**src/shared/gsp_pkg.sv**
```systemverilog
// Constants for the pin readback and soft power control block.
// Assumes a 25 MHz core clock and an indexed 8-bit register port.
`default_nettype none
package gsp_pkg;
  // ****************************************************
  // Configuration-mode register indices
  // ****************************************************
  localparam logic [7:0] IDX_CTRL     = 8'hF4;
  localparam logic [7:0] IDX_G1_LVL   = 8'hF6;
  localparam logic [7:0] IDX_G5_LVL   = 8'hF9;
  localparam logic [7:0] IDX_G6_LVL   = 8'hFA;
  localparam logic [7:0] IDX_DELAY    = 8'hB8;
  localparam logic [7:0] IDX_G1_IRQEN = 8'hE0;
  localparam logic [7:0] IDX_G5_IRQEN = 8'hE1;
  localparam logic [7:0] IDX_G6_IRQEN = 8'hE2;
  localparam logic [7:0] IDX_SP_EN    = 8'hE3;
  localparam logic [7:0] IDX_SP_STAT  = 8'hE4;
  localparam logic [7:0] IDX_NONE     = 8'h00;
  // ****************************************************
  // Run-mode alias indices
  // ****************************************************
  localparam logic [7:0] RT_G1_LVL  = 8'h01;
  localparam logic [7:0] RT_CTRL    = 8'h02;
  localparam logic [7:0] RT_G5_LVL  = 8'h03;
  localparam logic [7:0] RT_G6_LVL  = 8'h04;
  localparam logic [7:0] RT_SP_EN   = 8'h05;
  localparam logic [7:0] RT_SP_STAT = 8'h06;
  // ****************************************************
  // Control and soft-power status register fields
  // ****************************************************
  localparam int CTRL_WDT_STAT = 0;
  localparam int CTRL_ABORT    = 5;
  localparam int CTRL_REARM    = 6;
  localparam int CTRL_FORCE    = 7;
  localparam int STAT_SOFT_OFF = 0;
  localparam int STAT_BUTTON   = 1;
  // ****************************************************
  // Reset values and timing
  // ****************************************************
  localparam logic [7:0] DELAY_RST   = 8'h32;
  localparam logic [7:0] SP_EN_RST   = 8'h01;
  localparam int CLK_HZ              = 25_000_000;
  localparam int DELAY_UNIT_MS       = 10;
  localparam int DELAY_DEFAULT_MS    = 500;
  localparam int UNIT_CYCLES_DFLT    = CLK_HZ / 1000 * DELAY_UNIT_MS;
endpackage
`default_nettype wire

```
**src/rtl/gsp_ctrl.sv**
```systemverilog
// Pin readback registers plus soft power-button countdown control.
// Assumes one clock, synchronous active-low reset, pins from outside.
//
// Functional notes
// - Writing one to the abort bit stops the countdown with no power-down; the bit itself is not stored.
// - The abort bit reads 0 while the countdown runs and 1 once it is stopped.
// - Writing one to the rearm bit restarts the full programmed delay, and the bit clears itself.
// - Rearm requests are accepted without limit, each restarting the delay again.
// - Writing one to the force bit starts a power-down at once, and the bit clears itself.
// - The countdown length comes from the delay-setting register at index B8.
// - Index F6 reads the eight group-1 pin levels, pin n in bit n.
// - Index F9 reads the five group-5 pin levels in bits 0 to 4.
// - Bits 7 to 5 of the group-5 readback carry no pin.
// - Index FA reads the eight group-6 pin levels, pin n in bit n.
// - Outside configuration mode the readbacks, control and soft power registers alias at 01 to 06.
// - Each group-1 pin can be enabled onto the first combined interrupt.
// - Each group-5 and group-6 pin can be enabled onto the second combined interrupt.
// - The control bits sit in the control register at F4, whose bit 0 is the watchdog status flag.
`default_nettype none
module gsp_ctrl
  import gsp_pkg::*;
#(
  parameter int UNIT_CYCLES = gsp_pkg::UNIT_CYCLES_DFLT
) (
  input  wire logic       core_clk,       // System clock
  input  wire logic       rstn,           // Synchronous reset, active low
  input  wire logic       ce,             // Clock enable, freezes state
  input  wire logic       cfg_mode,       // High in configuration mode
  input  wire logic [7:0] reg_idx,        // Register index
  input  wire logic [7:0] reg_wdata,      // Write data
  input  wire logic       reg_wr,         // Write strobe
  input  wire logic       reg_rd,         // Read strobe
  output logic      [7:0] reg_rdata,      // Read data, next cycle
  input  wire logic [7:0] group1_pins,    // Group-1 pin levels
  input  wire logic [4:0] group5_pins,    // Group-5 pin levels
  input  wire logic [7:0] group6_pins,    // Group-6 pin levels
  input  wire logic       power_button_n, // Power button, active low
  input  wire logic       wdt_timeout,    // Watchdog expiry pulse
  output logic            power_down,     // One-cycle power-down pulse
  output logic            combined_pin_irq_a, // Group-1 combined irq
  output logic            combined_pin_irq_b  // Group-5/6 combined irq
);
  import gsp_pkg::*;

  localparam int PW = $clog2(UNIT_CYCLES + 1);

  if (UNIT_CYCLES < 1) begin : g_chk
    $error("UNIT_CYCLES must be at least one");
  end

  typedef enum logic [1:0] {
    ST_IDLE = 2'b01,
    ST_RUN  = 2'b10
  } gsp_cnt_t;

  // ****************************************************
  // Pin synchronisers
  // ****************************************************
  logic [21:0] pin_s1_r, pin_s2_r;
  logic        btn_prev_r;
  logic [7:0]  g1_s, g6_s;
  logic [4:0]  g5_s;
  logic        btn_s;

  always_ff @(posedge core_clk) begin
    if (!rstn) begin
      // Button lane resets to its released level, so no false press
      // (and no spurious countdown) follows the release of reset
      pin_s1_r   <= 22'h200000;
      pin_s2_r   <= 22'h200000;
      btn_prev_r <= 1'b1;
    end else if (ce) begin
      pin_s1_r   <= {power_button_n, group6_pins, group5_pins, group1_pins};
      pin_s2_r   <= pin_s1_r;
      btn_prev_r <= pin_s2_r[21];
    end
  end

  assign g1_s  = pin_s2_r[7:0];
  assign g5_s  = pin_s2_r[12:8];
  assign g6_s  = pin_s2_r[20:13];
  assign btn_s = pin_s2_r[21];

  // ****************************************************
  // Index decode
  // ****************************************************
  logic [7:0] eff_idx;

  always_comb begin
    eff_idx = reg_idx;
    if (!cfg_mode) begin
      unique case (reg_idx)
        RT_G1_LVL:  eff_idx = IDX_G1_LVL;
        RT_CTRL:    eff_idx = IDX_CTRL;
        RT_G5_LVL:  eff_idx = IDX_G5_LVL;
        RT_G6_LVL:  eff_idx = IDX_G6_LVL;
        RT_SP_EN:   eff_idx = IDX_SP_EN;
        RT_SP_STAT: eff_idx = IDX_SP_STAT;
        default:    eff_idx = IDX_NONE;
      endcase
    end
  end

  logic wr_ctrl, abort_req, rearm_req, force_req, btn_fall;
  assign wr_ctrl   = reg_wr && (eff_idx == IDX_CTRL);
  assign abort_req = wr_ctrl && reg_wdata[CTRL_ABORT];
  assign rearm_req = wr_ctrl && reg_wdata[CTRL_REARM];
  assign force_req = wr_ctrl && reg_wdata[CTRL_FORCE];
  assign btn_fall  = btn_prev_r && !btn_s;

  // ****************************************************
  // Registers and countdown
  // ****************************************************
  gsp_cnt_t       state_r, state_nxt;
  logic [PW-1:0]  pre_r, pre_nxt;
  logic [7:0]     unit_r, unit_nxt;
  logic [7:0]     delay_r, delay_nxt;
  logic [3:0]     ctrl_r, ctrl_nxt;
  logic [7:0]     en1_r, en1_nxt, en6_r, en6_nxt;
  logic [4:0]     en5_r, en5_nxt;
  logic           spen_r, spen_nxt;
  logic [1:0]     stat_r, stat_nxt;
  logic           pd_nxt, irqa_nxt, irqb_nxt;
  logic [7:0]     rd_mux, rdata_nxt;

  always_comb begin
    state_nxt = state_r;
    pre_nxt   = pre_r;
    unit_nxt  = unit_r;
    delay_nxt = delay_r;
    ctrl_nxt  = ctrl_r;
    en1_nxt   = en1_r;
    en5_nxt   = en5_r;
    en6_nxt   = en6_r;
    spen_nxt  = spen_r;
    stat_nxt  = stat_r;
    pd_nxt    = 1'b0;
    // Control bits 3:1 are plain storage; bit 4 and the actions never stick
    if (wr_ctrl) begin
      ctrl_nxt = reg_wdata[3:0];
    end
    if (wdt_timeout) begin
      ctrl_nxt[CTRL_WDT_STAT] = 1'b1;
    end
    if (reg_wr) begin
      unique case (eff_idx)
        IDX_DELAY:    delay_nxt = reg_wdata;
        IDX_G1_IRQEN: en1_nxt   = reg_wdata;
        IDX_G5_IRQEN: en5_nxt   = reg_wdata[4:0];
        IDX_G6_IRQEN: en6_nxt   = reg_wdata;
        IDX_SP_EN:    spen_nxt  = reg_wdata[0];
        IDX_SP_STAT:  stat_nxt  = stat_r & ~reg_wdata[1:0];
        default:      ;
      endcase
    end
    // Countdown; force beats abort, abort beats rearm
    if (force_req) begin
      state_nxt = ST_IDLE;
      pd_nxt    = 1'b1;
    end else if (abort_req) begin
      state_nxt = ST_IDLE;
    end else if (rearm_req || (state_r == ST_IDLE && btn_fall && spen_r)) begin
      state_nxt = ST_RUN;
      unit_nxt  = delay_r;
      pre_nxt   = PW'(UNIT_CYCLES - 1);
    end else if (state_r == ST_RUN) begin
      if (pre_r != '0) begin
        pre_nxt = pre_r - PW'(1);
      end else if (unit_r != 8'h00) begin
        unit_nxt = unit_r - 8'h01;
        pre_nxt  = PW'(UNIT_CYCLES - 1);
      end else begin
        state_nxt = ST_IDLE;
        pd_nxt    = 1'b1;
      end
    end
    // Hardware set wins over a simultaneous software clear
    if (pd_nxt) begin
      stat_nxt[STAT_SOFT_OFF] = 1'b1;
    end
    if (btn_fall) begin
      stat_nxt[STAT_BUTTON] = 1'b1;
    end
    irqa_nxt = |(g1_s & en1_r);
    irqb_nxt = |(g5_s & en5_r) | |(g6_s & en6_r);
  end

  // Read mux; pins are taken in the read cycle itself
  always_comb begin
    unique case (eff_idx)
      IDX_CTRL:     rd_mux = {3'b000, 1'b0, ctrl_r[3:1],
                              ctrl_r[CTRL_WDT_STAT]};
      IDX_G1_LVL:   rd_mux = g1_s;
      IDX_G5_LVL:   rd_mux = {3'b000, g5_s};
      IDX_G6_LVL:   rd_mux = g6_s;
      IDX_DELAY:    rd_mux = delay_r;
      IDX_G1_IRQEN: rd_mux = en1_r;
      IDX_G5_IRQEN: rd_mux = {3'b000, en5_r};
      IDX_G6_IRQEN: rd_mux = en6_r;
      IDX_SP_EN:    rd_mux = {7'h00, spen_r};
      IDX_SP_STAT:  rd_mux = {6'h00, stat_r};
      default:      rd_mux = 8'h00;
    endcase
    if (eff_idx == IDX_CTRL) begin
      rd_mux[CTRL_ABORT] = (state_r == ST_IDLE);
    end
    rdata_nxt = reg_rd ? rd_mux : reg_rdata;
  end

  always_ff @(posedge core_clk) begin
    if (!rstn) begin
      state_r            <= ST_IDLE;
      pre_r              <= '0;
      unit_r             <= 8'h00;
      delay_r            <= DELAY_RST;
      ctrl_r             <= 4'h0;
      en1_r              <= 8'h00;
      en5_r              <= 5'h00;
      en6_r              <= 8'h00;
      spen_r             <= SP_EN_RST[0];
      stat_r             <= 2'b00;
      power_down         <= 1'b0;
      combined_pin_irq_a <= 1'b0;
      combined_pin_irq_b <= 1'b0;
      reg_rdata          <= 8'h00;
    end else if (ce) begin
      state_r            <= state_nxt;
      pre_r              <= pre_nxt;
      unit_r             <= unit_nxt;
      delay_r            <= delay_nxt;
      ctrl_r             <= ctrl_nxt;
      en1_r              <= en1_nxt;
      en5_r              <= en5_nxt;
      en6_r              <= en6_nxt;
      spen_r             <= spen_nxt;
      stat_r             <= stat_nxt;
      power_down         <= pd_nxt;
      combined_pin_irq_a <= irqa_nxt;
      combined_pin_irq_b <= irqb_nxt;
      reg_rdata          <= rdata_nxt;
    end else begin
      power_down         <= 1'b0;
    end
  end
endmodule
`default_nettype wire

```
**config.mk**
```make
export PLATFORM = sky130hd
export DESIGN_NAME = gsp_ctrl
export DESIGN_NICKNAME = d
export VERILOG_FILES = /design/src/shared/gsp_pkg.sv /design/src/rtl/gsp_ctrl.sv
export SDC_FILE = /design/constraint.sdc
export NUM_CORES = 1
export LEC_CHECK = 0
export BUFFER_PORTS_ARGS = -buffer_cell sky130_fd_sc_hd__buf_2
export CORE_AREA = 2 2 109 111
export DETAILED_ROUTE_END_ITERATION = 16
export DIE_AREA = 0 0 111 113
export HOLD_SLACK_MARGIN = 0.03
export PLACE_DENSITY = 0.81
export SYNTH_ARGS = -nofsm -noshare
export SYNTH_HDL_FRONTEND = slang
export SYNTH_SLANG_ARGS = --single-unit
```
**constraint.sdc**
```tcl
create_clock -name core_clk -period 7.67 [get_ports core_clk]
set_clock_uncertainty 0.15 [all_clocks]
set_input_delay 2.301 -clock core_clk [delete_from_list [all_inputs] [get_ports core_clk]]
set_output_delay 2.301 -clock core_clk [all_outputs]
set_load 0.02 [all_outputs]
```
=== Word-level counts from Yosys, hierarchy flattened ===
Index checks and enable logic that the tools add are counted.

* Output and inout port bits: 11
* Logic and storage cells: 117
* Input port bits: 45
* Bits in registers: 120

* Bitwise gates (word level): 8
* Reduce and logical (&&, ||, !) cells: 37
* $add $sub $neg: 2
* Equal/unequal tests: 21
* Muxes and demuxes: 30

{| class="wikitable"
|+ Operators with widths
! cell !! count
|-
| 8-bit equality test (second input constant) || 10
|-
| 8-bit one-hot mux with 10 select lines || 1
|-
| 18-bit two-way mux || 4
|-
| 8-bit one-hot mux with 6 select lines || 1
|-
| 8-bit two-way mux || 5
|-
| 8-bit by 3-bit equality test with 1-bit output (second input constant) || 3
|-
| 3-bit AND reduction || 7
|-
| 18-bit nonzero test || 1
|-
| 18-bit by 1-bit subtractor with 18-bit output (second input constant) || 1
|-
| 8-bit bitwise AND || 2
|-
| 8-bit by 2-bit equality test with 1-bit output (second input constant) || 2
|-
| 2-bit two-way mux || 8
|-
| 8-bit OR reduction || 2
|-
| 2-bit nonzero test || 7
|-
| 1-bit two-way mux || 11
|-
| 8-bit by 1-bit equality test with 1-bit output (second input constant) || 1
|-
| 4-bit inequality test (second input constant) || 2
|-
| 2-bit AND reduction || 4
|-
| 8-bit nonzero test || 1
|-
| 8-bit by 1-bit subtractor with 8-bit output (second input constant) || 1
|-
| 1-bit logical AND || 7
|-
| 6-bit AND reduction || 1
|-
| 5-bit bitwise AND || 1
|-
| 5-bit AND reduction || 1
|-
| 13 further kinds || 14
|}

=== Longest topological paths before layout ===
Gate-level depths: netlist of the first run.

* Word-level depth: 12
* Gate-level depth with buffers: 11
* Gate-level depth less buffers: 8

=== Least setup slack after synthesis of the first run ===
No wires, ideal clock.

* Path type: input -> register
* Start point: input port reg_idx[3]
* End point: register pre_r[16]
* Setup slack: 2906 ps
* Data arrival time: 4494 ps
* Stages: 9
* Cells stage by stage: or4_4 buf_6 nor4b_4 o221ai_2 o21ai_2 buf_4 buf_6 nor2_1 o31a_1

* Cells in the longest elaborated chain, start to end: 9
* Elaborated cells on any way between the ends: 20
* Those cells by class: eq/ne (7); mux (3); bitwise (2); reduce/logical (8)

{| class="wikitable"
|+ Ends and longest elaborated chain
! item !! RTL line !! text
|-
| from (decl) || gsp_ctrl.sv:29 || <nowiki>input wire logic [7:0] reg_idx,</nowiki>
|-
| 8-bit by 3-bit equality test with 1-bit output (tied with other cells) || gsp_ctrl.sv:92 || <nowiki>unique case (reg_idx)</nowiki>
|-
| 8-bit one-hot mux with 6 select lines || gsp_ctrl.sv:92 ||
|-
| 8-bit two-way mux * || gsp_ctrl.sv:91 || <nowiki>if (!cfg_mode) begin</nowiki>
|-
| 8-bit equality test * || gsp_ctrl.sv:105 || <nowiki>assign wr_ctrl = reg_wr && (eff_idx == IDX_CTRL);</nowiki>
|-
| 1-bit logical AND * || gsp_ctrl.sv:105 ||
|-
| 1-bit logical AND || gsp_ctrl.sv:107 || <nowiki>assign rearm_req = wr_ctrl && reg_wdata[CTRL_REARM];</nowiki>
|-
| 1-bit logical OR || gsp_ctrl.sv:162 || <nowiki>end else if (rearm_req || (state_r == ST_IDLE && btn_fall && spen_r)) begin</nowiki>
|-
| 3-bit nonzero test (no line) or 2-bit nonzero test (tied branches) || - ||
|-
| 5-bit AND reduction (no line) || - ||
|-
| to (signal assigned) || gsp_ctrl.sv:228 || <nowiki>pre_r <= pre_nxt;</nowiki>
|-
| to (decl) || gsp_ctrl.sv:115 || <nowiki>logic [PW-1:0] pre_r, pre_nxt;</nowiki>
|}

Mark *: on every way between the ends. The rest lies on a longest branch, timed or not.
A chain may end at the register's enable or synchronous reset.

=== Worst setup path after layout of the first run ===
* Start point: input port reg_idx[4]
* End point: register pre_r[9]

Same word-level chain as after synthesis.

==> flow_metrics.env, run 1 <==
export IMPL_sequential_cell_area_mm2=0.00240
export IMPL_cts_setup_buffers=0
export IMPL_timing_rr_start="unit_r[3]$_SDFFE_PN0P_"
export IMPL_critical_path_endpoint_type="register"
export IMPL_power_per_cell_area_mw_per_mm2=227
export IMPL_maxCapViolCount=0
export IMPL_pwr_share_clk_pct=48.7
export IMPL_die_w_um=111
export IMPL_postSynthRegisterBits=120
export IMPL_run_status="completed"
export IMPL_post_route_drc_count=0
export IMPL_mostFrequentLayoutCells="sky130_fd_sc_hd__dfxtp_1 (120), sky130_fd_sc_hd__nor2_1 (101), sky130_fd_sc_hd__mux2i_1 (82)"
export IMPL_cts_hold_fix_buffers=0
export IMPL_seq_area_frac_synth_pct=39.5
export IMPL_reg2reg_slack_ns=4.56
export IMPL_wl_per_cell_um=19.3
export IMPL_clk_insertion_delay_late_ns=0.41
export IMPL_utilization_pct=61.6
export IMPL_footprint_of_the_multi_input_gates_mm2=0.00342
export IMPL_cts_buffers=17
export IMPL_synthDistinctLibCells=74
export IMPL_placementRows=39
export IMPL_tritoncts="done"
export IMPL_timing_max_slew_rel_slack_pct=18.5
export IMPL_post_synth_main_area_contributors="sky130_fd_sc_hd__dfxtp_1 (39%), sky130_fd_sc_hd__mux2i_1 (13%), sky130_fd_sc_hd__nor2_1 (6.2%)"
export IMPL_synth_top_area_cell="sky130_fd_sc_hd__dfxtp_1"
export IMPL_seqPwrFrac_pct=41.7
export IMPL_setup_viol=0
export IMPL_io_pins=56
export IMPL_fp_dieH_um=113
export IMPL_ff2ff_path_depth=6
export IMPL_post_cts_resized=0
export IMPL_power_ir_vdd_worst_mv=0.140
export IMPL_final_net_count=772
export IMPL_synth_area_mm2=0.00608
export IMPL_critical_path_required_ns=7.85
export IMPL_detailedPlacementHpwl_mm=12.0
export IMPL_synth_compound_area_share_pct=20.3
export IMPL_internal_power_uw=1160
export IMPL_post_synthesis_mux_area_share_pct=13.7
export IMPL_core_area_mm2=0.0113
export IMPL_cts_root_buffer="sky130_fd_sc_hd__clkbuf_16"
export IMPL_arrival_ns=5.29
export IMPL_grt_pass1_vias=5426
export IMPL_worstPathMaxFanout=23
export IMPL_postRouteWirelength_mm=17.0
export IMPL_clk_pin_slew_worst_paths_ns=0.05
export IMPL_hold_viol=0
export IMPL_hold_path_end="btn_prev_r$_SDFFE_PN1P_"
export IMPL_r2r_end="pre_r[12]$_SDFFE_PN0P_"
export IMPL_buffer_ports_inserted=55
export IMPL_antenna_diode_count=0
export IMPL_combinational_family_with_the_most_area_after_synthesis="simple AND/OR/NAND/NOR gates"
export IMPL_number_of_cells_traversed_by_the_worst_hold_path=2
export IMPL_grt_setup_unrepaired="no"
export IMPL_first_pass_grt_wire_length_mm=27.6
export IMPL_post_route_min_period_ns=5.11
export IMPL_finalMaxSlewViolations=0
export IMPL_hold_path_class="register to register"
export IMPL_synth_net_count=739
export IMPL_antenna_left=0
export IMPL_cellLeakagePower_uw=0.00273
export IMPL_comb_power_share_pct=9.6
export IMPL_global_route_overflow_total=0
export IMPL_gp_congestion=0.986
export IMPL_post_synth_and_or_nand_nor_area_fraction_pct=21.4
export IMPL_yosys_warn_count=0
export IMPL_cts_root_to_sink_buffers=2
export IMPL_netlist_instances=691
export IMPL_average_size_of_a_mapped_cell_um2=8.80
export IMPL_synth_largest_type_area_fraction_pct=39.5
export IMPL_worst_slew_pin_transition_ns=1.22
export IMPL_clock_tree_htree_level_count=4
export IMPL_synthArstFlopShare_pct=0
export IMPL_vias_per_std_cell=6.48
export IMPL_first_iter_violations=571
export IMPL_maximum_number_of_pins_on_one_net_before_global_route_repair=74
export IMPL_number_of_antenna_violations_at_the_first_check_in_global_routing=0
export IMPL_filler_cell_count=903
export IMPL_synth_edf_count=0
export IMPL_clock_fmax_mhz=196
export IMPL_floorplan_initialDensity_pct=54.0
export IMPL_fraction_of_synthesized_cell_area_in_xor_and_xnor_cells_pct=0.144
export IMPL_worstHoldStart="btn_prev_r$_SDFFE_PN1P_"
export IMPL_tritoncts_num_sinks=120
export IMPL_crit_type="input pin to register"
export IMPL_final_period_utilization_pct=66.6
export IMPL_final_common_cell="sky130_fd_sc_hd__dfxtp_1"
export IMPL_sw_frac_of_total_pct=26.1
export IMPL_iteration_count_of_the_initial_detailed_routing_pass=7
export IMPL_setup_total_negative_slack_ns=0
export IMPL_drive_above_1_share_pct=14.1
export IMPL_synth_fa_ha_area_share_pct=0.617
export IMPL_power_net_switching_uw=411
export IMPL_worstSetupStartpointType="input pin"
export IMPL_route_vias_total=5693
export IMPL_ys_flop_type="sky130_fd_sc_hd__dfxtp_1"
export IMPL_area_growth_syn_to_layout_pct=14.1
export IMPL_global_route_usage_total_pct=27.3
export IMPL_design_die_area_mm2=0.0125
==> power groups by stage <==
stage / registers [µW] / clock network (µW) / logic, µW
6_report: 656 / 765 / 151
5_1_grt: 657 / 793 / 167
4_1_cts: 655 / 768 / 149
3_5_place_dp: 668 / 0 / 148
3_3_place_gp: 667 / 0 / 143
2_1_floorplan: 664 / 0 / 107
==> metrics by stage <==
step           instances  setup WS [ns]  instance area, µm²  power, µW  hold slack [ns]
2_1_floorplan        691           2.91                6080        771            0.283
3_3_place_gp         848           2.22                6370        809            0.295
3_5_place_dp         848           2.21                6370        816            0.306
4_1_cts              879           2.62                6940       1570            0.320
5_1_grt              879           2.38                6940       1620            0.354
6_report             879           2.56                6940       1570            0.315
==> cell families (layout without fill, tap and decap cells) <==
logic type,Yosys count,count (layout)
buffers and inverters,62,107
muxes,83,83
DFF,120,120
AOI/OAI and AO/OA,168,168
xor gates and xnor gates,1,1
and+or+nand+nor,254,254
adders and majority gates,3,3
==> Yosys cell counts, types with 9 or more instances <==
cell and instances:
sky130_fd_sc_hd__a21oi_1 31, sky130_fd_sc_hd__a22oi_1 9, sky130_fd_sc_hd__and3_1 12, sky130_fd_sc_hd__clkbuf_1 30, sky130_fd_sc_hd__dfxtp_1 120, sky130_fd_sc_hd__inv_1 16, sky130_fd_sc_hd__mux2i_1 82, sky130_fd_sc_hd__nand2_1 31
sky130_fd_sc_hd__nand3_1 20, sky130_fd_sc_hd__nor2_1 101, sky130_fd_sc_hd__nor3_1 17, sky130_fd_sc_hd__nor4_1 12, sky130_fd_sc_hd__o21ai_0 24, sky130_fd_sc_hd__o31a_1 10, sky130_fd_sc_hd__or4_1 9
==> layer usage <==
layer	routed length [µm]	share of wire [%]	vias up	GRT usage [%]
met5	0	0	-	0
li1	-	-	2670	-
met4	517	3.0	0	12.7
met2	7830	46	285	43.2
met3	1320	7.8	41	5.41
met1	7330	43	2697	36.2
==> final cells by class <==
| cell class | instances | share of cell area, % |
|---|---|---|
| clock buffer | 19 | 6.53 |
| clock inverter | 12 | 1.71 |
| timing repair buffer | 59 | 4.43 |
| sequential | 120 | 34.6 |
| tap | 143 | 2.58 |
| multi-input combinational | 509 | 49.2 |
| inverter | 17 | 0.919 |
==> worst max-delay path: stages <==
cell and delay [ns]:
sky130_fd_sc_hd__buf_2 0.15, sky130_fd_sc_hd__or4_4 0.59, sky130_fd_sc_hd__nor3_1 0.62, sky130_fd_sc_hd__o221ai_2 0.36
sky130_fd_sc_hd__o21ai_2 0.43, sky130_fd_sc_hd__buf_4 0.33, sky130_fd_sc_hd__o21ai_1 0.27, sky130_fd_sc_hd__a21oi_1 0.23
==> sequential cells by signal, indices dropped and copies added (netlist names) <==
signal,flops
state_r,2
pin_s1_r,22
stat_r,2
power_down,1
reg_rdata,8
en6_r,8
en1_r,8
combined_pin_irq_a,1
combined_pin_irq_b,1
unit_r,8
en5_r,5
pre_r,18
spen_r,1
pin_s2_r,22
delay_r,8
btn_prev_r,1
ctrl_r,4
==> worst max path at each step <==
| stage | startpoint | endpoint | depth (start not counted) |
|---|---|---|---|
| after global placement | reg_idx[3] | unit_r[4]$_SDFFE_PN0P_ | 8 |
| final | reg_idx[4] | pre_r[9]$_SDFFE_PN0P_ | 8 |
| after floorplan | reg_idx[3] | pre_r[16]$_SDFFE_PN0P_ | 9 |
| after global routing | reg_idx[3] | pre_r[5]$_SDFFE_PN0P_ | 8 |
| after CTS | reg_idx[4] | pre_r[13]$_SDFFE_PN0P_ | 8 |
| after detailed placement | reg_idx[4] | pre_r[9]$_SDFFE_PN0P_ | 8 |
No activity file was read; power rests on OpenSTA's default activity.
==> run 2, diff against run 1 <==
--- a/config.mk
+++ b/config.mk
@@ -5,10 +5,11 @@
 export SDC_FILE = /design/constraint.sdc
 export NUM_CORES = 1
 export LEC_CHECK = 0
+export ABC_AREA = 1
 export BUFFER_PORTS_ARGS = -buffer_cell sky130_fd_sc_hd__buf_2
-export CORE_AREA = 2 2 109 111
+export CORE_AREA = 2 2 111 113
 export DETAILED_ROUTE_END_ITERATION = 16
-export DIE_AREA = 0 0 111 113
+export DIE_AREA = 0 0 113 115
 export HOLD_SLACK_MARGIN = 0.03
 export PLACE_DENSITY = 0.81
 export SYNTH_ARGS = -nofsm -noshare
==> constraint.sdc (replaced) <==
create_clock -name core_clk -period 5.3 [get_ports core_clk]
set_clock_uncertainty 0.15 [all_clocks]
set_input_delay 1.59 -clock core_clk [delete_from_list [all_inputs] [get_ports core_clk]]
set_output_delay 1.59 -clock core_clk [all_outputs]
set_load 0.02 [all_outputs]
==> run 2 against run 1 <==
  * The run now ends with DRC left
  * Utilization down 0.13 points
  * Sequential cell count unchanged
  * Total power up 70%
  * Clock power up 65%
  * Sequential power up 48%
  * Die area up 3.6%
  * Wire length down 6.2%
  * Combinational power rose to 3.0 times the previous value
  * Worst setup slack worse by 0.94 ns
  * Critical path type unchanged
  * Largest power group unchanged
==> flow_metrics.env, run 2 <==
export IMPL_route_vias_total=6089
export IMPL_cts_root_buffer="sky130_fd_sc_hd__clkbuf_16"
export IMPL_comb_power_share_pct=16.7
export IMPL_fp_dieH_um=115
export IMPL_cp_num_buf_inv=3
export IMPL_ys_flop_type="sky130_fd_sc_hd__dfxtp_1"
export IMPL_post_route_min_period_ns=3.68
export IMPL_global_route_usage_total_pct=25.6
export IMPL_drive_above_1_share_pct=17.0
export IMPL_post_route_drc_count=2
export IMPL_timing_critical_path_slowest_stage_cell="sky130_fd_sc_hd__nand2_2"
export IMPL_finalMaxSlewViolations=0
export IMPL_maxCapViolCount=0
export IMPL_detailedPlacementHpwl_mm=10.9
export IMPL_die_w_um=113
export IMPL_tritoncts="done"
export IMPL_synth_edf_count=0
export IMPL_post_synth_main_area_contributors="sky130_fd_sc_hd__dfxtp_1 (38%), sky130_fd_sc_hd__nand2_1 (11%), sky130_fd_sc_hd__nor2_1 (9.5%)"
export IMPL_arrival_ns=3.85
export IMPL_wl_per_cell_um=14.1
export IMPL_worst_slew_pin_transition_ns=0.875
export IMPL_synth_top_area_cell="sky130_fd_sc_hd__dfxtp_1"
export IMPL_cts_hold_fix_buffers=0
export IMPL_sw_frac_of_total_pct=27.0
export IMPL_setup_total_negative_slack_ns=0
export IMPL_cts_setup_buffers=0
export IMPL_mostFrequentLayoutCells="sky130_fd_sc_hd__nand2_1 (179), sky130_fd_sc_hd__nor2_1 (160), sky130_fd_sc_hd__dfxtp_1 (120)"
export IMPL_number_of_antenna_violations_at_the_first_check_in_global_routing=0
export IMPL_tritoncts_num_sinks=120
export IMPL_synthDistinctLibCells=43
export IMPL_internal_power_uw=1960
export IMPL_power_net_switching_uw=721
export IMPL_clk_insertion_delay_late_ns=0.43
export IMPL_final_common_cell="sky130_fd_sc_hd__nand2_1"
export IMPL_cts_root_to_sink_buffers=2
export IMPL_worstPathCellList="buf_2, nor2_1, nand2_2, clkinv_2, nand2_1, nand2_2, nor2_2, a21oi_1, nand2_2, nor2_8, nand4_4, nand2_2, inv_2, nand3_1, nand2_1, nand3_1, nand2_1"
export IMPL_design_die_area_mm2=0.0130
export IMPL_postRouteWirelength_mm=15.9
export IMPL_global_route_overflow_total=0
export IMPL_yosys_cell_count_top_type="sky130_fd_sc_hd__nand2_1"
export IMPL_worstSetupStartpointType="input pin"
export IMPL_average_size_of_a_mapped_cell_um2=6.79
export IMPL_crit_type="input pin to register"
export IMPL_core_area_mm2=0.0118
export IMPL_synth_net_count=977
export IMPL_placementRows=40
export IMPL_maximum_number_of_pins_on_one_net_before_global_route_repair=86
export IMPL_yosys_warn_count=0
export IMPL_iteration_count_of_the_initial_detailed_routing_pass=11
export IMPL_grt_pass1_vias=5551
export IMPL_critical_path_endpoint_type="register"
export IMPL_area_growth_syn_to_layout_pct=15.0
export IMPL_run_status="complete, but fails checks"
export IMPL_buffer_ports_inserted=55
export IMPL_violations="DRC"
export IMPL_worstPathMaxFanout=26
export IMPL_seq_area_frac_synth_pct=38.1
export IMPL_synth_cells_most_frequent="sky130_fd_sc_hd__nand2_1 (179), sky130_fd_sc_hd__nor2_1 (160), sky130_fd_sc_hd__dfxtp_1 (120), sky130_fd_sc_hd__o21ai_0 (90), sky130_fd_sc_hd__inv_1 (78)"
export IMPL_synthArstFlopShare_pct=0
export IMPL_clk_pin_slew_worst_paths_ns=0.05
export IMPL_utilization_pct=61.4
export IMPL_hold_viol=0
export IMPL_power_per_cell_area_mw_per_mm2=369
export IMPL_floorplan_initialDensity_pct=53.4
export IMPL_clock_tree_htree_level_count=4
export IMPL_postPlaceCellArea_mm2=0.00662
export IMPL_synth_area_mm2=0.00631
export IMPL_filler_cell_count=1107
export IMPL_synth_largest_type_area_fraction_pct=38.1
export IMPL_netlist_instances=929
export IMPL_grt_setup_unrepaired="no"
export IMPL_pwr_share_clk_pct=47.1
export IMPL_setup_viol=0
export IMPL_post_cts_resized=0
export IMPL_critical_path_top_delay_family="simple AND/OR/NAND/NOR gates"
export IMPL_vias_per_std_cell=5.38
export IMPL_timing_critical_path_mode_cell="sky130_fd_sc_hd__nand2_2"
export IMPL_postSynthRegisterBits=120
export IMPL_seqPwrFrac_pct=36.2
export IMPL_critical_path_required_ns=5.47
export IMPL_final_instance_area_mm2=0.00726
export IMPL_first_iter_violations=576
export IMPL_gp_congestion=0.934
export IMPL_clock_fmax_mhz=272
export IMPL_antenna_diode_count=0
export IMPL_io_pins=56
export IMPL_final_period_utilization_pct=69.4
export IMPL_hold_path_class="register to register"
export IMPL_final_net_count=1021
export IMPL_cts_buffers=17
export IMPL_first_pass_grt_wire_length_mm=26.5
export IMPL_antenna_left=0
export IMPL_power_ir_vdd_worst_mv=0.281
export IMPL_reg_largest_list="pin_s1_r x22, pin_s2_r x22, pre_r x18"
export IMPL_cellLeakagePower_uw=0.00325
export IMPL_timing_critical_path_slowest_cell_delay_ns=0.43
export IMPL_whs_ns=0.307
export IMPL_timing_max_slew_rel_slack_pct=41.6
[run 2: changes by cell type after synthesis, sizes merged, moves of 12 or more]
cell,change
a21oi,+36
and3,-12
inv,+73
mux2i,-82
nand2,+181
nand3,+39
nor2,+71
o21ai,+71
[run 2: metal layers]
layer	GRT usage (%)	wire, µm
met1	31.9	7030
met2	41.2	7350
met5	0	0
met4	12.6	607
met3	7.27	950
[run 2: final timing paths]
path | from | endpoint | slack [ns] | cells past startpoint
setup / recovery | reg_idx[4] | stat_r[0]$_SDFFE_PN0P_ | 1.62 | 17
hold / removal | pin_s1_r[21]$_SDFFE_PN1P_ | pin_s1_r[21]$_SDFFE_PN1P_ | 0.31 | 2
setup reg to reg | pre_r[0]$_SDFFE_PN0P_ | pre_r[11]$_SDFFE_PN0P_ | 2.53 | 11
hold reg to reg | pin_s1_r[21]$_SDFFE_PN1P_ | pin_s1_r[21]$_SDFFE_PN1P_ | 0.31 | 2
[run 2: worst reg2reg max path, cell delays in order, from the launching register on]
cell	delay [ns]
sky130_fd_sc_hd__dfxtp_1	0.31
sky130_fd_sc_hd__inv_1	0.17
sky130_fd_sc_hd__ha_1	0.22
sky130_fd_sc_hd__nand2_1	0.14
sky130_fd_sc_hd__nor2_1	0.23
sky130_fd_sc_hd__inv_1	0.14
sky130_fd_sc_hd__nor4_2	0.62
sky130_fd_sc_hd__inv_1	0.30
sky130_fd_sc_hd__nand3_1	0.15
sky130_fd_sc_hd__nor2_1	0.07
sky130_fd_sc_hd__nand2_2	0.09
sky130_fd_sc_hd__a21oi_2	0.05
[run 2: metrics by stage]
stage	setup WS, ns	cells	total power [µW]
2_1_floorplan	1.93	929	1330
5_1_grt	1.22	1132	2790
3_5_place_dp	1.20	1101	1420
6_report	1.62	1132	2680
3_3_place_gp	1.23	1101	1420
4_1_cts	1.63	1132	2690
[run 2: logic make-up after synthesis]
kind of cell,share of synthesized area [%]
flip-flops,38.1
AND/OR/NAND/NOR,35.4
AO/OA/AOI/OAI,15.8
adder cells (fa/ha/maj),0.595
XOR/XNOR,1.94
buffers and inverters,8.19
[run 2: power by group through the flow]
stage	sequential (µW)	clock, µW	combinational (µW)
4_1_cts	968	1270	445
3_3_place_gp	986	0	431
3_5_place_dp	986	0	436
5_1_grt	973	1310	503
6_report	969	1260	446
2_1_floorplan	980	0	354
[run 2: final cells by class]
type                    instances  area, µm²  share of cell area, %
well taps                     147        184                   2.53
clock buffers                  24        472                   6.50
flip-flops and latches        120       2400                   33.1
clock inverters                 7        166                   2.29
multi-input cells             684       3390                   46.7
repair buffers                 57        290                   4.00
inverters                      93        350                   4.83
==> run 3, diff against run 2 <==
--- a/config.mk
+++ b/config.mk
@@ -5,11 +5,11 @@
 export SDC_FILE = /design/constraint.sdc
 export NUM_CORES = 1
 export LEC_CHECK = 0
-export ABC_AREA = 1
+export ABC_AREA = 0
 export BUFFER_PORTS_ARGS = -buffer_cell sky130_fd_sc_hd__buf_2
-export CORE_AREA = 2 2 111 113
+export CORE_AREA = 2 2 109 111
 export DETAILED_ROUTE_END_ITERATION = 16
-export DIE_AREA = 0 0 113 115
+export DIE_AREA = 0 0 111 113
 export HOLD_SLACK_MARGIN = 0.03
 export PLACE_DENSITY = 0.81
 export SYNTH_ARGS = -nofsm -noshare
==> constraint.sdc (replaced) <==
create_clock -name core_clk -period 3.5 [get_ports core_clk]
set_clock_uncertainty 0.15 [all_clocks]
set_input_delay 1.05 -clock core_clk [delete_from_list [all_inputs] [get_ports core_clk]]
set_output_delay 1.05 -clock core_clk [all_outputs]
set_load 0.02 [all_outputs]
==> run 3 against run 2 <==
  * Sequential cell count is the same
  * Worst hold slack better by 0.013 ns
  * Critical path type unchanged
  * Die area down 3.5%
  * The run now ends clean
  * Wire length grew 11%
  * Combinational power down 18%
  * First-iteration DRC count is 15% higher
  * Critical path depth is 8 lower
  * Clock-buffer cell count shrank 7
  * Sequential share of layout area decreased by 0.39 points
  * Non-clock buffer count is 51 higher
  * Global-route usage grew 2.8 points
==> flow_metrics.env, run 3 (synthesized netlist as in run 1, its figures left out) <==
export IMPL_io_pins=56
export IMPL_final_period_utilization_pct=90.8
export IMPL_crit_type="input pin to register"
export IMPL_global_route_overflow_total=0
export IMPL_fp_dieH_um=113
export IMPL_antenna_diode_count=0
export IMPL_filler_cell_count=892
export IMPL_critical_path_required_ns=3.65
export IMPL_antenna_left=0
export IMPL_core_area_mm2=0.0113
export IMPL_post_route_drc_count=0
export IMPL_grt_setup_unrepaired="no"
export IMPL_floorplan_initialDensity_pct=54.0
export IMPL_worstPathMaxFanout=9
export IMPL_run_status="completed"
export IMPL_cts_root_to_sink_buffers=2
export IMPL_power_ir_vdd_worst_mv=0.362
export IMPL_finalMaxSlewViolations=0
export IMPL_setup_viol=0
export IMPL_tritoncts_num_sinks=120
export IMPL_ff2ff_path_depth=6
export IMPL_worstSetupStartpointType="input pin"
export IMPL_placementRows=39
export IMPL_final_instance_area_mm2=0.00734
export IMPL_hold_path_class="register to register"
export IMPL_iteration_count_of_the_initial_detailed_routing_pass=8
export IMPL_cellLeakagePower_uw=0.00300
export IMPL_preCtsSetupSlack_ns=-0.0999
export IMPL_wl_per_cell_um=19.1
export IMPL_reg2reg_slack_ns=0.55
export IMPL_power_per_cell_area_mw_per_mm2=479
export IMPL_arrival_ns=3.33
export IMPL_first_iter_violations=665
export IMPL_worst_slew_pin_transition_ns=0.756
export IMPL_cts_hold_fix_buffers=0
export IMPL_grt_pass1_vias=5815
export IMPL_hold_viol=0
export IMPL_postRouteWirelength_mm=17.8
export IMPL_die_w_um=111
export IMPL_post_route_min_period_ns=3.18
export IMPL_reg_largest_list="pin_s1_r x22, pin_s2_r x22, pre_r x18"
export IMPL_cts_root_buffer="sky130_fd_sc_hd__clkbuf_16"
export IMPL_vias_per_std_cell=6.44
export IMPL_route_vias_total=5982
export IMPL_clk_pin_slew_worst_paths_ns=0.06
export IMPL_design_die_area_mm2=0.0125
export IMPL_maximum_number_of_pins_on_one_net_before_global_route_repair=49
export IMPL_cts_setup_buffers=0
export IMPL_final_net_count=821
export IMPL_final_common_cell="sky130_fd_sc_hd__dfxtp_1"
export IMPL_maxCapViolCount=0
export IMPL_detailedPlacementHpwl_mm=13.0
export IMPL_global_route_usage_total_pct=28.4
export IMPL_first_pass_grt_wire_length_mm=28.9
export IMPL_sequential_cell_area_mm2=0.00240
export IMPL_mostFrequentLayoutCells="sky130_fd_sc_hd__dfxtp_1 (120), sky130_fd_sc_hd__nor2_1 (101), sky130_fd_sc_hd__mux2i_1 (82)"
export IMPL_clk_insertion_delay_late_ns=0.42
export IMPL_post_cts_resized=0
export IMPL_buffer_ports_inserted=55
export IMPL_cts_buffers=17
export IMPL_footprint_of_the_multi_input_gates_mm2=0.00342
export IMPL_clock_fmax_mhz=315
export IMPL_timing_max_slew_rel_slack_pct=49.2
export IMPL_drive_above_1_share_pct=19.6
export IMPL_tritoncts="done"
export IMPL_area_growth_syn_to_layout_pct=20.7
export IMPL_critical_path_endpoint_type="register"
export IMPL_postPlaceCellArea_mm2=0.00676
export IMPL_number_of_cells_traversed_by_the_worst_hold_path=2
export IMPL_gp_congestion=0.945
export IMPL_number_of_antenna_violations_at_the_first_check_in_global_routing=0
export IMPL_clock_tree_htree_level_count=4
export IMPL_worst_slack_ns=0.322
## run 3: cell count changes in the layout (fill, tap and decap cells not counted), moves of 50 or more
cell and delta:
sky130_fd_sc_hd__nor2_1 -59, sky130_fd_sc_hd__nand2_1 -148, sky130_fd_sc_hd__o21ai_0 -66, sky130_fd_sc_hd__buf_4 +50
sky130_fd_sc_hd__mux2i_1 +82, sky130_fd_sc_hd__inv_1 -62
## run 3: worst max-delay path, cell delays in order
cell	delay (ns)
sky130_fd_sc_hd__buf_2	0.15
sky130_fd_sc_hd__nor3_1	0.18
sky130_fd_sc_hd__buf_4	0.17
sky130_fd_sc_hd__nor4b_4	0.06
sky130_fd_sc_hd__buf_4	0.14
sky130_fd_sc_hd__o221a_2	0.32
sky130_fd_sc_hd__nor3_1	0.63
sky130_fd_sc_hd__nor2_1	0.26
sky130_fd_sc_hd__o31a_1	0.36
## run 3: final timing paths
check | start | endpoint
worst min register to register | btn_prev_r$_SDFFE_PN1P_ | btn_prev_r$_SDFFE_PN1P_
worst max register to register | unit_r[3]$_SDFFE_PN0P_ | pre_r[14]$_SDFFE_PN0P_
worst max-delay path | reg_idx[2] | pre_r[14]$_SDFFE_PN0P_
worst min-delay path | btn_prev_r$_SDFFE_PN1P_ | btn_prev_r$_SDFFE_PN1P_
## run 3: metrics by stage
step                power, µW  util [%]  cells  hold slack [ns]  TNS (ns)
global route             3620      65.1    929            0.351         0
global placement         1810      60.0    897            0.297   -0.0125
finish                   3520      65.1    929            0.321         0
floorplan                1690         -    691            0.283         0
CTS                      3510      65.1    929            0.322         0
detailed placement       1820      60.0    897            0.309    -0.768
## run 3: layout make-up
class                      count  share of cell area, %
tap                          143                   2.44
timing repair buffer         108                   9.54
sequential                   120                   32.7
multi-input combinational    509                   46.5
clock inverter                15                   2.13
clock buffer                  17                   5.79
inverter                      17                  0.869
## run 3: routing by layer
layer  track usage [%]  wire, µm  vias to the layer above
li1                  -         -                     2779
met1              36.6      7530                     2821
met4              13.2       626                        0
met5                 0         0                        -
met2              46.1      8310                      316
met3              6.16      1290                       66
## run 3: power breakdown
group	internal [µW]	switching, µW
registers	1400	32.3
logic	147	218
clock network	1010	711
